[config.mk]
export PLATFORM = sky130hd
export DESIGN_NAME = dmach_core
export DESIGN_NICKNAME = d
export VERILOG_FILES = /design/src/design/dmach_pkg.sv /design/src/design/dmach_core.sv
export SDC_FILE = /design/constraint.sdc
export NUM_CORES = 1
export LEC_CHECK = 0
export ABC_AREA = 1
export BUFFER_PORTS_ARGS = -buffer_cell sky130_fd_sc_hd__buf_4
export CORE_MARGIN = 4
export CORE_UTILIZATION = 58
export CTS_CLUSTER_SIZE = 16
export DETAILED_ROUTE_END_ITERATION = 8
export HOLD_SLACK_MARGIN = 0.1
export PLACE_DENSITY = 0.8
export SKIP_CTS_REPAIR_TIMING = 1
export SLEW_MARGIN = 20
export SYNTH_ARGS = -nofsm -noshare
export SYNTH_HDL_FRONTEND = slang
export SYNTH_SLANG_ARGS = --single-unit
[constraint.sdc]
create_clock -name ref_clk -period 2.6 [get_ports ref_clk]
set_input_delay 0.78 -clock ref_clk [delete_from_list [all_inputs] [get_ports ref_clk]]
set_output_delay 0.78 -clock ref_clk [all_outputs]
set_load 0.01 [all_outputs]
[src/design/dmach_pkg.sv]
// constants, register map and types for the single dma channel core
// What this block does
// - out-of-range ram: drop writes, reads return zero
// - unimplemented address raises trap, sets status
// - block completes after count plus one
// - count means elements, bytes or words alike
// - control bit 14 selects byte size
// - post-increment by two words, one bytes
// - direction clear: peripheral read, ram write
// - direction set: ram read, peripheral write
// - half bit picks half or full interrupt
// - half interrupt at rounded-up half, none at end
// - half cleared mid-block still gives full interrupt
// - interrupt pulses the flag for one cycle only
// - reset addressing mode is post-increment 00
// - active start register reads latest address while enabled, value kept
// - dual-ported ram direct, ordinary ram via arbiter
// - primary and secondary starts, ping-pong switching
// - mode 11 is one-shot with ping-pong
// - manual trigger forces one element transfer
// - addressing mode 01 keeps the address fixed
// - mode 0 continuous across blocks
// - requests served only when channel enabled
package dmach_pkg;
    localparam int          DMACH_AW            = 16;
    localparam int          DMACH_DW            = 16;
    localparam int          DMACH_RA            = 3;
    // register indices on the plain register port
    localparam logic [2:0]  DMACH_REG_CTRL      = 3'h0;
    localparam logic [2:0]  DMACH_REG_STA       = 3'h1;
    localparam logic [2:0]  DMACH_REG_STB       = 3'h2;
    localparam logic [2:0]  DMACH_REG_PAD       = 3'h3;
    localparam logic [2:0]  DMACH_REG_CNT       = 3'h4;
    localparam logic [2:0]  DMACH_REG_STAT      = 3'h5;
    localparam logic [2:0]  DMACH_REG_FORCE     = 3'h6;
    // channel_control field positions
    localparam int          DMACH_B_EN          = 15;
    localparam int          DMACH_B_SIZE        = 14;
    localparam int          DMACH_B_DIR         = 13;
    localparam int          DMACH_B_HALF        = 12;
    localparam int          DMACH_B_AM_LO       = 4;
    localparam int          DMACH_B_MD_LO       = 0;
    localparam logic [15:0] DMACH_CTRL_RST      = 16'h0000;
    localparam logic [15:0] DMACH_CTRL_MASK     = 16'hF033;
    // status bits
    localparam int          DMACH_S_ERR         = 0;
    localparam int          DMACH_S_PPB         = 1;
    localparam int          DMACH_S_BUSY        = 2;
    // addressing and operating modes
    localparam logic [1:0]  DMACH_AM_POSTINC    = 2'h0;
    localparam logic [1:0]  DMACH_AM_FIXED      = 2'h1;
    localparam logic [1:0]  DMACH_MD_CONT       = 2'h0;
    localparam logic [1:0]  DMACH_MD_ONESHOT    = 2'h1;
    localparam logic [1:0]  DMACH_MD_CONT_PP    = 2'h2;
    localparam logic [1:0]  DMACH_MD_ONESHOT_PP = 2'h3;
    localparam logic [15:0] DMACH_INC_WORD      = 16'h0002;
    localparam logic [15:0] DMACH_INC_BYTE      = 16'h0001;
    localparam logic [15:0] DMACH_ONE           = 16'h0001;
    // default memory map: dual-ported window, ram top, implemented top
    localparam logic [15:0] DMACH_DP_LO         = 16'hD000;
    localparam logic [15:0] DMACH_DP_HI         = 16'hDFFF;
    localparam logic [15:0] DMACH_RAM_LO        = 16'h1000;
    localparam logic [15:0] DMACH_RAM_HI        = 16'hDFFF;
    localparam logic [15:0] DMACH_IMPL_HI       = 16'hDFFF;

    typedef enum logic [4:0] {
        DMACH_IDLE  = 5'h01,
        DMACH_RD    = 5'h02,
        DMACH_RWAIT = 5'h04,
        DMACH_WR    = 5'h08,
        DMACH_WWAIT = 5'h10
    } dmach_state_t;
endpackage

[src/design/dmach_core.sv]
// one dma channel: registers, request handling, ram and peripheral moves
//
// Strobed register access and the register addresses were decided locally.
`timescale 1ns/1ps
module dmach_core
    import dmach_pkg::*;
#(
    parameter logic [15:0] DP_LO   = DMACH_DP_LO,
    parameter logic [15:0] DP_HI   = DMACH_DP_HI,
    parameter logic [15:0] RAM_LO  = DMACH_RAM_LO,
    parameter logic [15:0] RAM_HI  = DMACH_RAM_HI,
    parameter logic [15:0] IMPL_HI = DMACH_IMPL_HI
) (
    input  wire logic                ref_clk,
    input  wire logic                nrst,
    input  wire logic [DMACH_RA-1:0] reg_addr,
    input  wire logic [15:0]         reg_wdata,
    input  wire logic                reg_wr,
    input  wire logic                reg_rd,
    output logic      [15:0]         reg_rdata,
    input  wire logic                periph_req,
    output logic                     periph_rd,
    output logic                     periph_wr,
    output logic      [15:0]         periph_addr,
    output logic      [15:0]         periph_wdata,
    input  wire logic [15:0]         periph_rdata,
    output logic                     dpram_rd,
    output logic                     dpram_wr,
    output logic                     arb_rd,
    output logic                     arb_wr,
    input  wire logic                arb_gnt,
    output logic      [15:0]         mem_addr,
    output logic      [15:0]         mem_wdata,
    output logic                     mem_byte,
    input  wire logic [15:0]         dpram_rdata,
    input  wire logic [15:0]         arb_rdata,
    output logic                     channel_interrupt_flag,
    output logic                     addr_error_trap
);
    // programmed registers
    logic [15:0]  channel_control_r, channel_control_nxt;
    logic [15:0]  primary_start_address_r, primary_start_address_nxt;
    logic [15:0]  secondary_start_address_r, secondary_start_address_nxt;
    logic [15:0]  peripheral_address_r, peripheral_address_nxt;
    logic [15:0]  transfer_count_r, transfer_count_nxt;
    logic         address_error_status_r, address_error_status_nxt;
    // transfer state
    dmach_state_t state_r, state_nxt;
    logic [15:0]  ptr_r, ptr_nxt;
    logic [15:0]  last_addr_r, last_addr_nxt;
    logic [15:0]  done_r, done_nxt;
    logic         use_b_r, use_b_nxt;
    logic         half_sent_r, half_sent_nxt;
    logic         pend_r, pend_nxt;
    logic         force_r, force_nxt;
    logic [15:0]  data_r, data_nxt;
    logic [15:0]  rdata_r, rdata_nxt;
    logic         irq_r, irq_nxt;
    logic         trap_r, trap_nxt;
    logic         p_rd_r, p_rd_nxt, p_wr_r, p_wr_nxt;
    logic         d_rd_r, d_rd_nxt, d_wr_r, d_wr_nxt;
    logic         a_rd_r, a_rd_nxt, a_wr_r, a_wr_nxt;
    logic [15:0]  maddr_r, maddr_nxt, mwdata_r, mwdata_nxt;

    // decoded control fields
    logic         en, size_b, dir, half;
    logic [1:0]   addressing_mode_field, opmode;
    logic [15:0]  half_pt, inc, base;
    logic         in_dp, in_ram, impl;
    always_comb begin
        en      = channel_control_r[DMACH_B_EN];
        size_b  = channel_control_r[DMACH_B_SIZE];
        dir     = channel_control_r[DMACH_B_DIR];
        half    = channel_control_r[DMACH_B_HALF];
        addressing_mode_field   = channel_control_r[DMACH_B_AM_LO +: 2];
        opmode  = channel_control_r[DMACH_B_MD_LO +: 2];
        // rounded-up half of count+1
        half_pt = 16'((17'(transfer_count_r) + 17'h2) >> 1);
        inc     = size_b ? DMACH_INC_BYTE : DMACH_INC_WORD;
        base    = use_b_r ? secondary_start_address_r : primary_start_address_r;
        in_dp   = (ptr_r >= DP_LO) && (ptr_r <= DP_HI);
        in_ram  = (ptr_r >= RAM_LO) && (ptr_r <= RAM_HI);
        impl    = ptr_r <= IMPL_HI;
    end

    // register writes, sequencing and interrupts
    always_comb begin
        channel_control_nxt         = channel_control_r;
        primary_start_address_nxt   = primary_start_address_r;
        secondary_start_address_nxt = secondary_start_address_r;
        peripheral_address_nxt      = peripheral_address_r;
        transfer_count_nxt          = transfer_count_r;
        address_error_status_nxt    = address_error_status_r;
        state_nxt     = state_r;
        ptr_nxt       = ptr_r;
        last_addr_nxt = last_addr_r;
        done_nxt      = done_r;
        use_b_nxt     = use_b_r;
        half_sent_nxt = half_sent_r;
        pend_nxt      = pend_r | periph_req;
        force_nxt     = force_r;
        data_nxt      = data_r;
        irq_nxt       = 1'b0;
        trap_nxt      = 1'b0;
        p_rd_nxt = 1'b0;
        p_wr_nxt = 1'b0;
        d_rd_nxt = 1'b0;
        d_wr_nxt = 1'b0;
        a_rd_nxt = a_rd_r & ~arb_gnt;
        a_wr_nxt = a_wr_r & ~arb_gnt;
        maddr_nxt  = maddr_r;
        mwdata_nxt = mwdata_r;
        case (state_r)
            DMACH_IDLE: begin
                if (en && (pend_r || force_r)) begin
                    pend_nxt  = periph_req;
                    force_nxt = 1'b0;
                    state_nxt = DMACH_RD;
                end
            end
            DMACH_RD: begin
                trap_nxt                 = !impl;
                address_error_status_nxt = address_error_status_r | !impl;
                // no memory strobe when out of range
                maddr_nxt = ptr_r;
                p_rd_nxt  = !dir;
                d_rd_nxt  = dir && in_ram && in_dp;
                a_rd_nxt  = dir && in_ram && !in_dp;
                state_nxt = DMACH_RWAIT;
            end
            DMACH_RWAIT: begin
                // arbiter reads may stall until granted
                if (!a_rd_r || arb_gnt) begin
                    data_nxt  = !dir ? periph_rdata : d_rd_r ? dpram_rdata : a_rd_r ? arb_rdata : 16'h0000;
                    state_nxt = DMACH_WR;
                end
            end
            DMACH_WR: begin
                if (dir) begin
                    p_wr_nxt  = 1'b1;
                end else if (in_ram) begin
                    maddr_nxt  = ptr_r;
                    mwdata_nxt = data_r;
                    d_wr_nxt   = in_dp;
                    a_wr_nxt   = !in_dp;
                end
                // out-of-range ram write dropped
                state_nxt = DMACH_WWAIT;
            end
            DMACH_WWAIT: begin
                if (!a_wr_r || arb_gnt) begin
                    last_addr_nxt = ptr_r;
                    if (addressing_mode_field == DMACH_AM_POSTINC) begin
                        ptr_nxt = ptr_r + inc;
                    end
                    // fixed mode keeps the pointer
                    done_nxt  = done_r + DMACH_ONE;
                    state_nxt = DMACH_IDLE;
                    if (half && !half_sent_r && (done_r + DMACH_ONE == half_pt)) begin
                        irq_nxt       = 1'b1;
                        half_sent_nxt = 1'b1;
                    end
                    if (done_r == transfer_count_r) begin
                        // full interrupt unless half still selected
                        irq_nxt       = !half || (half_pt == DMACH_ONE && !half_sent_r);
                        done_nxt      = 16'h0000;
                        half_sent_nxt = 1'b0;
                        if (opmode[1]) begin
                            use_b_nxt = !use_b_r;
                        end
                        ptr_nxt = (opmode[1] ^ use_b_r) ? secondary_start_address_r
                                                        : primary_start_address_r;
                        if (opmode[0]) begin
                            channel_control_nxt[DMACH_B_EN] = 1'b0; // one-shot ends
                        end
                        // continuous keeps the enable set
                    end
                end
            end
            default: state_nxt = DMACH_IDLE;
        endcase
        // software writes override the sequencer
        if (reg_wr) begin
            if (reg_addr == DMACH_REG_CTRL) begin
                channel_control_nxt = reg_wdata & DMACH_CTRL_MASK;
                if (reg_wdata[DMACH_B_EN] && !en) begin
                    done_nxt      = 16'h0000;
                    half_sent_nxt = 1'b0;
                    ptr_nxt       = base;
                end
            end else if (reg_addr == DMACH_REG_STA) begin
                primary_start_address_nxt = reg_wdata;
                if (!en) begin
                    ptr_nxt = reg_wdata;
                end
            end else if (reg_addr == DMACH_REG_STB) begin
                secondary_start_address_nxt = reg_wdata;
            end else if (reg_addr == DMACH_REG_PAD) begin
                peripheral_address_nxt = reg_wdata;
            end else if (reg_addr == DMACH_REG_CNT) begin
                transfer_count_nxt = reg_wdata;
            end else if (reg_addr == DMACH_REG_STAT) begin
                // write one to clear; a same-cycle error wins
                if (reg_wdata[DMACH_S_ERR] && !trap_nxt) begin
                    address_error_status_nxt = 1'b0;
                end
            end else if (reg_addr == DMACH_REG_FORCE) begin
                force_nxt = 1'b1;
            end
        end
    end

    // read data, one cycle after the strobe
    always_comb begin
        rdata_nxt = 16'h0000;
        if (reg_rd) begin
            if (reg_addr == DMACH_REG_CTRL) begin
                rdata_nxt = channel_control_r;
            end else if (reg_addr == DMACH_REG_STA) begin
                rdata_nxt = (!use_b_r && en) ? last_addr_r : primary_start_address_r;
            end else if (reg_addr == DMACH_REG_STB) begin
                rdata_nxt = (use_b_r && en) ? last_addr_r : secondary_start_address_r;
            end else if (reg_addr == DMACH_REG_PAD) begin
                rdata_nxt = peripheral_address_r;
            end else if (reg_addr == DMACH_REG_CNT) begin
                rdata_nxt = transfer_count_r;
            end else if (reg_addr == DMACH_REG_STAT) begin
                rdata_nxt[DMACH_S_ERR]  = address_error_status_r;
                rdata_nxt[DMACH_S_PPB]  = use_b_r;
                rdata_nxt[DMACH_S_BUSY] = state_r != DMACH_IDLE;
            end
        end
    end

    // all state registered here; control resets to post-increment, mode 0
    always_ff @(posedge ref_clk or negedge nrst) begin
        if (!nrst) begin
            channel_control_r         <= DMACH_CTRL_RST;
            primary_start_address_r   <= 16'h0000;
            secondary_start_address_r <= 16'h0000;
            peripheral_address_r      <= 16'h0000;
            transfer_count_r          <= 16'h0000;
            address_error_status_r    <= 1'b0;
            state_r     <= DMACH_IDLE;
            ptr_r       <= 16'h0000;
            last_addr_r <= 16'h0000;
            done_r      <= 16'h0000;
            use_b_r     <= 1'b0;
            half_sent_r <= 1'b0;
            pend_r      <= 1'b0;
            force_r     <= 1'b0;
            data_r      <= 16'h0000;
            rdata_r     <= 16'h0000;
            irq_r       <= 1'b0;
            trap_r      <= 1'b0;
            p_rd_r <= 1'b0;
            p_wr_r <= 1'b0;
            d_rd_r <= 1'b0;
            d_wr_r <= 1'b0;
            a_rd_r <= 1'b0;
            a_wr_r <= 1'b0;
            maddr_r  <= 16'h0000;
            mwdata_r <= 16'h0000;
        end else begin
            channel_control_r         <= channel_control_nxt;
            primary_start_address_r   <= primary_start_address_nxt;
            secondary_start_address_r <= secondary_start_address_nxt;
            peripheral_address_r      <= peripheral_address_nxt;
            transfer_count_r          <= transfer_count_nxt;
            address_error_status_r    <= address_error_status_nxt;
            state_r     <= state_nxt;
            ptr_r       <= ptr_nxt;
            last_addr_r <= last_addr_nxt;
            done_r      <= done_nxt;
            use_b_r     <= use_b_nxt;
            half_sent_r <= half_sent_nxt;
            pend_r      <= pend_nxt;
            force_r     <= force_nxt;
            data_r      <= data_nxt;
            rdata_r     <= rdata_nxt;
            irq_r       <= irq_nxt;
            trap_r      <= trap_nxt;
            p_rd_r <= p_rd_nxt;
            p_wr_r <= p_wr_nxt;
            d_rd_r <= d_rd_nxt;
            d_wr_r <= d_wr_nxt;
            a_rd_r <= a_rd_nxt;
            a_wr_r <= a_wr_nxt;
            maddr_r  <= maddr_nxt;
            mwdata_r <= mwdata_nxt;
        end
    end

    // outputs straight from flip-flops
    assign reg_rdata              = rdata_r;
    assign periph_rd              = p_rd_r;
    assign periph_wr              = p_wr_r;
    assign periph_addr            = peripheral_address_r;
    assign periph_wdata           = data_r;
    assign dpram_rd               = d_rd_r;
    assign dpram_wr               = d_wr_r;
    assign arb_rd                 = a_rd_r;
    assign arb_wr                 = a_wr_r;
    assign mem_addr               = maddr_r;
    assign mem_wdata              = mwdata_r;
    assign mem_byte               = channel_control_r[DMACH_B_SIZE];
    assign channel_interrupt_flag = irq_r;
    assign addr_error_trap        = trap_r;
endmodule

## Yosys cells after proc, flatten, opt, wreduce, memory -nomap -nowiden

Index checks and enable logic that the tools add are counted.

- Bits in registers: 202
- Bits of input ports: 73
- Output and inout bits: 89
- Word-level logic and storage cells: 193

- $add $sub $neg: 3
- Magnitude comparators: 3
- Eq/ne operators: 20
- Mux-type cells: 88
- Bitwise logic cells: 11
- Reduce and logical (&&, ||, !) cells: 41

Operator list:

| operator | number |
|---|---|
| $mux 16 | 31 |
| $mux 1 | 48 |
| $eq 16x16->1 | 2 |
| $pmux 16 s2 | 1 |
| $pmux 5 s5 | 1 |
| $add 16x2->17 const B | 1 |
| $add 16x1->16 const B | 1 |
| $add 16x2->16 | 1 |
| $eq 16x1->1 const B | 1 |
| $ge 16x13->1 const B | 1 |
| $ge 16x16->1 const B | 1 |
| $le 16x16->1 const B | 1 |
| $mux 5 | 3 |
| $logic_and 1x1->1 | 13 |
| $mux 13 | 1 |
| $reduce_and 3->1 | 4 |
| $logic_not 1->1 | 10 |
| $ne 2x2->1 const B | 5 |
| $eq 3x3->1 const B | 3 |
| $reduce_and 4->1 | 2 |
| $eq 3x2->1 const B | 2 |
| $mux 3 | 2 |
| $not 1->1 | 6 |
| $reduce_and 2->1 | 3 |
| 17 further kinds | 22 |

## Logic depth before layout (Yosys ltp)

- Depth after elaboration: 13
- Gate-level depth with buffers: 15
- Depth with buffers taken out: 15

## Least setup slack after synthesis

OpenSTA, ideal clock, no wires.

- Kind: input -> register
- Start point: input reg_wr
- End point: register done_r[13]
- Setup time: 0.121 ns
- Data arrival time: 2.057 ns
- Data required time: 2.479 ns
- Setup slack: 0.422 ns
- Cell stages on the path: 7
- Cell sequence: clkbuf_1 -> clkinv_1 -> nor2_2 -> inv_2 -> nor2_2 -> buf_2 -> nor2_1

- Longest elaborated chain between the ends: 1

RTL lines:

| element | RTL line | text |
|---|---|---|
| start: declaration | dmach_core.sv:18 | `input wire logic reg_wr,` |
| $mux 16 | dmach_core.sv:183 | `if (reg_wr) begin` |
| net done_nxt[13] | dmach_core.sv:51 | `logic [15:0] done_r, done_nxt;` |
| end signal: assignment | dmach_core.sv:274 | `done_r <= done_nxt;` |
| end: declaration | dmach_core.sv:51 |  |

The timed path passes the listed nets, and every way through them passes these cells.
A chain may end at the register's enable or synchronous reset.

## Worst setup path after layout

- Start point: register transfer_count_r[8]
- End point: register ptr_r[8]

- Longest elaborated chain between the ends: 8
- Elaborated cells on any way between the ends: 9

RTL lines:

| element | RTL line | text |
|---|---|---|
| start: declaration | dmach_core.sv:45 | `logic [15:0] transfer_count_r, transfer_count_nxt;` |
| start signal: assignment | dmach_core.sv:269 | `transfer_count_r <= transfer_count_nxt;` |
| $eq 16x16->1 (*) | dmach_core.sv:163 | `if (done_r == transfer_count_r) begin` |
| $mux 16 (*) | dmach_core.sv:163 |  |
| $mux 16 (*) | dmach_core.sv:151 | `if (!a_wr_r \|\| arb_gnt) begin` |
| $mux 16 (*) | dmach_core.sv:113 | `case (state_r)` |
| $mux 16 | dmach_core.sv:193 | `if (!en) begin` |
| $mux 16 | dmach_core.sv:191 | `end else if (reg_addr == DMACH_REG_STA) begin` |
| $mux 16 | dmach_core.sv:184 | `if (reg_addr == DMACH_REG_CTRL) begin` |
| $mux 16 (*) | dmach_core.sv:183 |  |
| net ptr_nxt[8] | dmach_core.sv:49 | `logic [15:0] ptr_r, ptr_nxt;` |
| end signal: assignment | dmach_core.sv:272 | `ptr_r <= ptr_nxt;` |
| end: declaration | dmach_core.sv:49 |  |

Mark *: on every way through the listed nets, which the timed path passes. The rest lies on a longest branch.

==> impl_metrics.tcl <==
set metrics [dict create \
    outcome "finished, final reports clean" \
    drc_errors 0 \
    die_w_um 149 \
    wire_per_inst_um 18.9 \
    grt_max_degree 67 \
    setup.worst_path.start_class "register" \
    cts_tree "built" \
    cts_buffer_depth 3 \
    gp_congestion 0.984 \
    final_cells 2052 \
    relSlewSlack 0.563 \
    clkTransAtPathRegs_ns 0.06 \
    cts_max_level 1 \
    ys_seq_area_frac 0.438 \
    tightest_slew_ns 0.652 \
    finalWirelength_um 38700 \
    antenna_found_initial 0 \
    netlist_top_cells_area "dfrtp_1 44%, nand2_1 15%, o21ai_0 11%" \
    fp.dieH_um 149 \
    fmax_ghz 0.424 \
    finalHoldViolCount 0 \
    leakage_nw 7.08 \
    arrival_ns 2.76 \
    slew_viol_final 0 \
    postSynthNetCount 1690 \
    dpl.hpwl_um 29300 \
    ant_nets 0 \
    cts_root_buffer "clkbuf_16" \
    clock-sinks 202 \
    numCtsBuffers 22 \
    start_util 0.591 \
    drv_cap 0 \
    setup-tns-final_ns 0 \
    synth_cell_types 44 \
    grt_pass1_vias 11577 \
    post-route-min-period_ns 2.36 \
    ys_seq_elements 202 \
    fin_nets 1852 \
    vias_per_cell 5.75 \
    critPathKind "register to register" \
    synth_async_sr_flop_share 1.00 \
    cp.required_ns 3.00 \
    drive_above_1_share 0.161 \
    drt_iter0_drc 1004 \
    grt_first_pass_wirelength_um 61500 \
    fin_crit_sh 0.908 \
    ys_warn_count 0 \
    vdd_drop_max_v 0.000689 \
    hold_path.class "input pin to asynchronous set/reset pin" \
    dr.pass1.iters 8 \
    synth_top_area_share 0.436 \
    yosys.area.top_type "dfrtp_1" \
    fp-row-count 51 \
    vias 11807 \
    finalSetupViolCount 0 \
    rsz0062_at_grt "false" \
    grtUsageTotal 0.348 \
    io_buffers 161 \
    postSynthAreaPerCell_um2 7.17 \
    grt_overflow 0 \
    antennaDiodeCount 0 \
    placed_cells 2014 \
    end_kind "register" \
    synth.cell_area_um2 11500 \
    synth-edff-count 0 \
    path_max_fanout 13 \
    clkLatencyLatePin_ns 0.53 \
    core_area_um2 19500 \
    clock_skew_ns 0.0384 \
    syn_to_final_growth_pct 21.2 \
    syn_inst 1611 \
    die_area_um2 22200 \
    power_density_nw_per_um2 766 \
    synth_top_flop_cell "dfrtp_1" \
    ioPinCount 162 \
]
[sequential cells by signal (all words and copies together) (netlist names), 5 cells and up]
| signal | cells |
|---|---|
| channel_control_r | 8 |
| done_r | 16 |
| last_addr_r | 16 |
| mem_addr | 16 |
| mem_wdata | 16 |
| periph_addr | 16 |
| periph_wdata | 16 |
| primary_start_address_r | 16 |
| ptr_r | 16 |
| reg_rdata | 16 |
| secondary_start_address_r | 16 |
| state_r | 5 |
| transfer_count_r | 16 |
[stage by stage]
stage               power (mW)  setup WS, ns  hold slack, ns   util  cell area, um2
floorplan                 5.98         0.422           0.453      -           11500
global placement          7.39         0.216           0.467  0.679           13300
detailed placement        7.49         0.138           0.475  0.679           13300
CTS                       10.7         0.288           0.223  0.717           14000
global route              11.3       0.00701           0.250  0.717           14000
finish                    10.7         0.239           0.224  0.717           14000
[critical path, cell delays in order, from the launching register on]
cell and delay, ns:
dfrtp_1 0.48, inv_1 0.16, nand2_1 0.09, nand4_1 0.12, nor2_1 0.12, nand3_1 0.17
nor2_8 0.26, nand2_4 0.20, nand2_1 0.17, nand3_1 0.13, o211ai_1 0.18, nand2_1 0.12
[layout make-up]
| cell class | instances | area, um2 |
|---|---|---|
| tap | 265 | 332 |
| sequential | 202 | 5060 |
| clock inverter | 9 | 131 |
| timing repair buffer | 220 | 1710 |
| fill | 1713 | 5530 |
| multi-input combinational | 1148 | 5490 |
| inverter | 179 | 672 |
| clock buffer | 29 | 607 |
[path summary, 6_finish.rpt]
path / start / slack (ns) / cells past startpoint / to
max: transfer_count_r[8] / 0.24 / 11 / ptr_r[8]
min: nrst / 0.22 / 1 / periph_addr[0]
max reg2reg: transfer_count_r[8] / 0.24 / 11 / ptr_r[8]
min reg2reg: mem_wdata[12] / 0.48 / 2 / mem_wdata[12]
max in group asynchronous: nrst / 1.67 / 2 / periph_addr[6]
min in group ref_clk: mem_wdata[12] / 0.48 / 2 / mem_wdata[12]
[per-layer routing]
metal	vias to the layer above	track usage	wire, um	share of wire
met5	-	0	0	0
met4	0	0.140	1780	0.046
met3	134	0.0574	3360	0.087
met2	577	0.563	18200	0.47
met1	5542	0.472	15400	0.40
li1	5554	-	-	-
[report_power, final]
group / total, mW / switching [mW] / internal, mW
clock network: 3.23 / 1.29 / 1.94
logic: 3.04 / 1.76 / 1.28
registers: 4.45 / 0.628 / 3.82
total: 10.7 / 3.68 / 7.04
[layout by cell type, fill, tap and decap left out, types with 5 or more instances in the layout]
master | Yosys | layout
nand2_1 | 465 | 465
o21ai_0 | 244 | 244
buf_4 | 1 | 215
dfrtp_1 | 201 | 201
inv_1 | 166 | 166
nor2_1 | 119 | 117
nand3_1 | 90 | 90
a21oi_1 | 72 | 72
xor2_1 | 27 | 27
clkbuf_16 | 0 | 22
nand4_1 | 18 | 18
o221ai_1 | 18 | 18
o211ai_1 | 11 | 11
nor3_1 | 10 | 10
xnor2_1 | 11 | 10
o21ai_1 | 10 | 10
inv_2 | 9 | 9
nor2_2 | 6 | 8
or2_2 | 5 | 5
ha_1 | 5 | 5
clkinv_2 | 0 | 5
[Yosys cell counts (9+ instances only)]
cell / count
dfrtp_1: 201
o21ai_1: 10
buf_2: 16
inv_1: 166
o211ai_1: 11
xor2_1: 27
clkbuf_1: 61
nand3_1: 90
nand2_1: 465
nor3_1: 10
o21ai_0: 244
nand4_1: 18
o221ai_1: 18
xnor2_1: 11
nor2_1: 119
inv_2: 9
a21oi_1: 72
[kinds of logic after synthesis]
logic type	Yosys count	synth area share
compound gates	370	0.173
mux	9	0.00867
buf+inv	261	0.0875
fa+ha+maj	6	0.00715
xor+xnor	38	0.0288
flops	202	0.438
simple gates	725	0.257
Power figures use the tool's default switching activity.
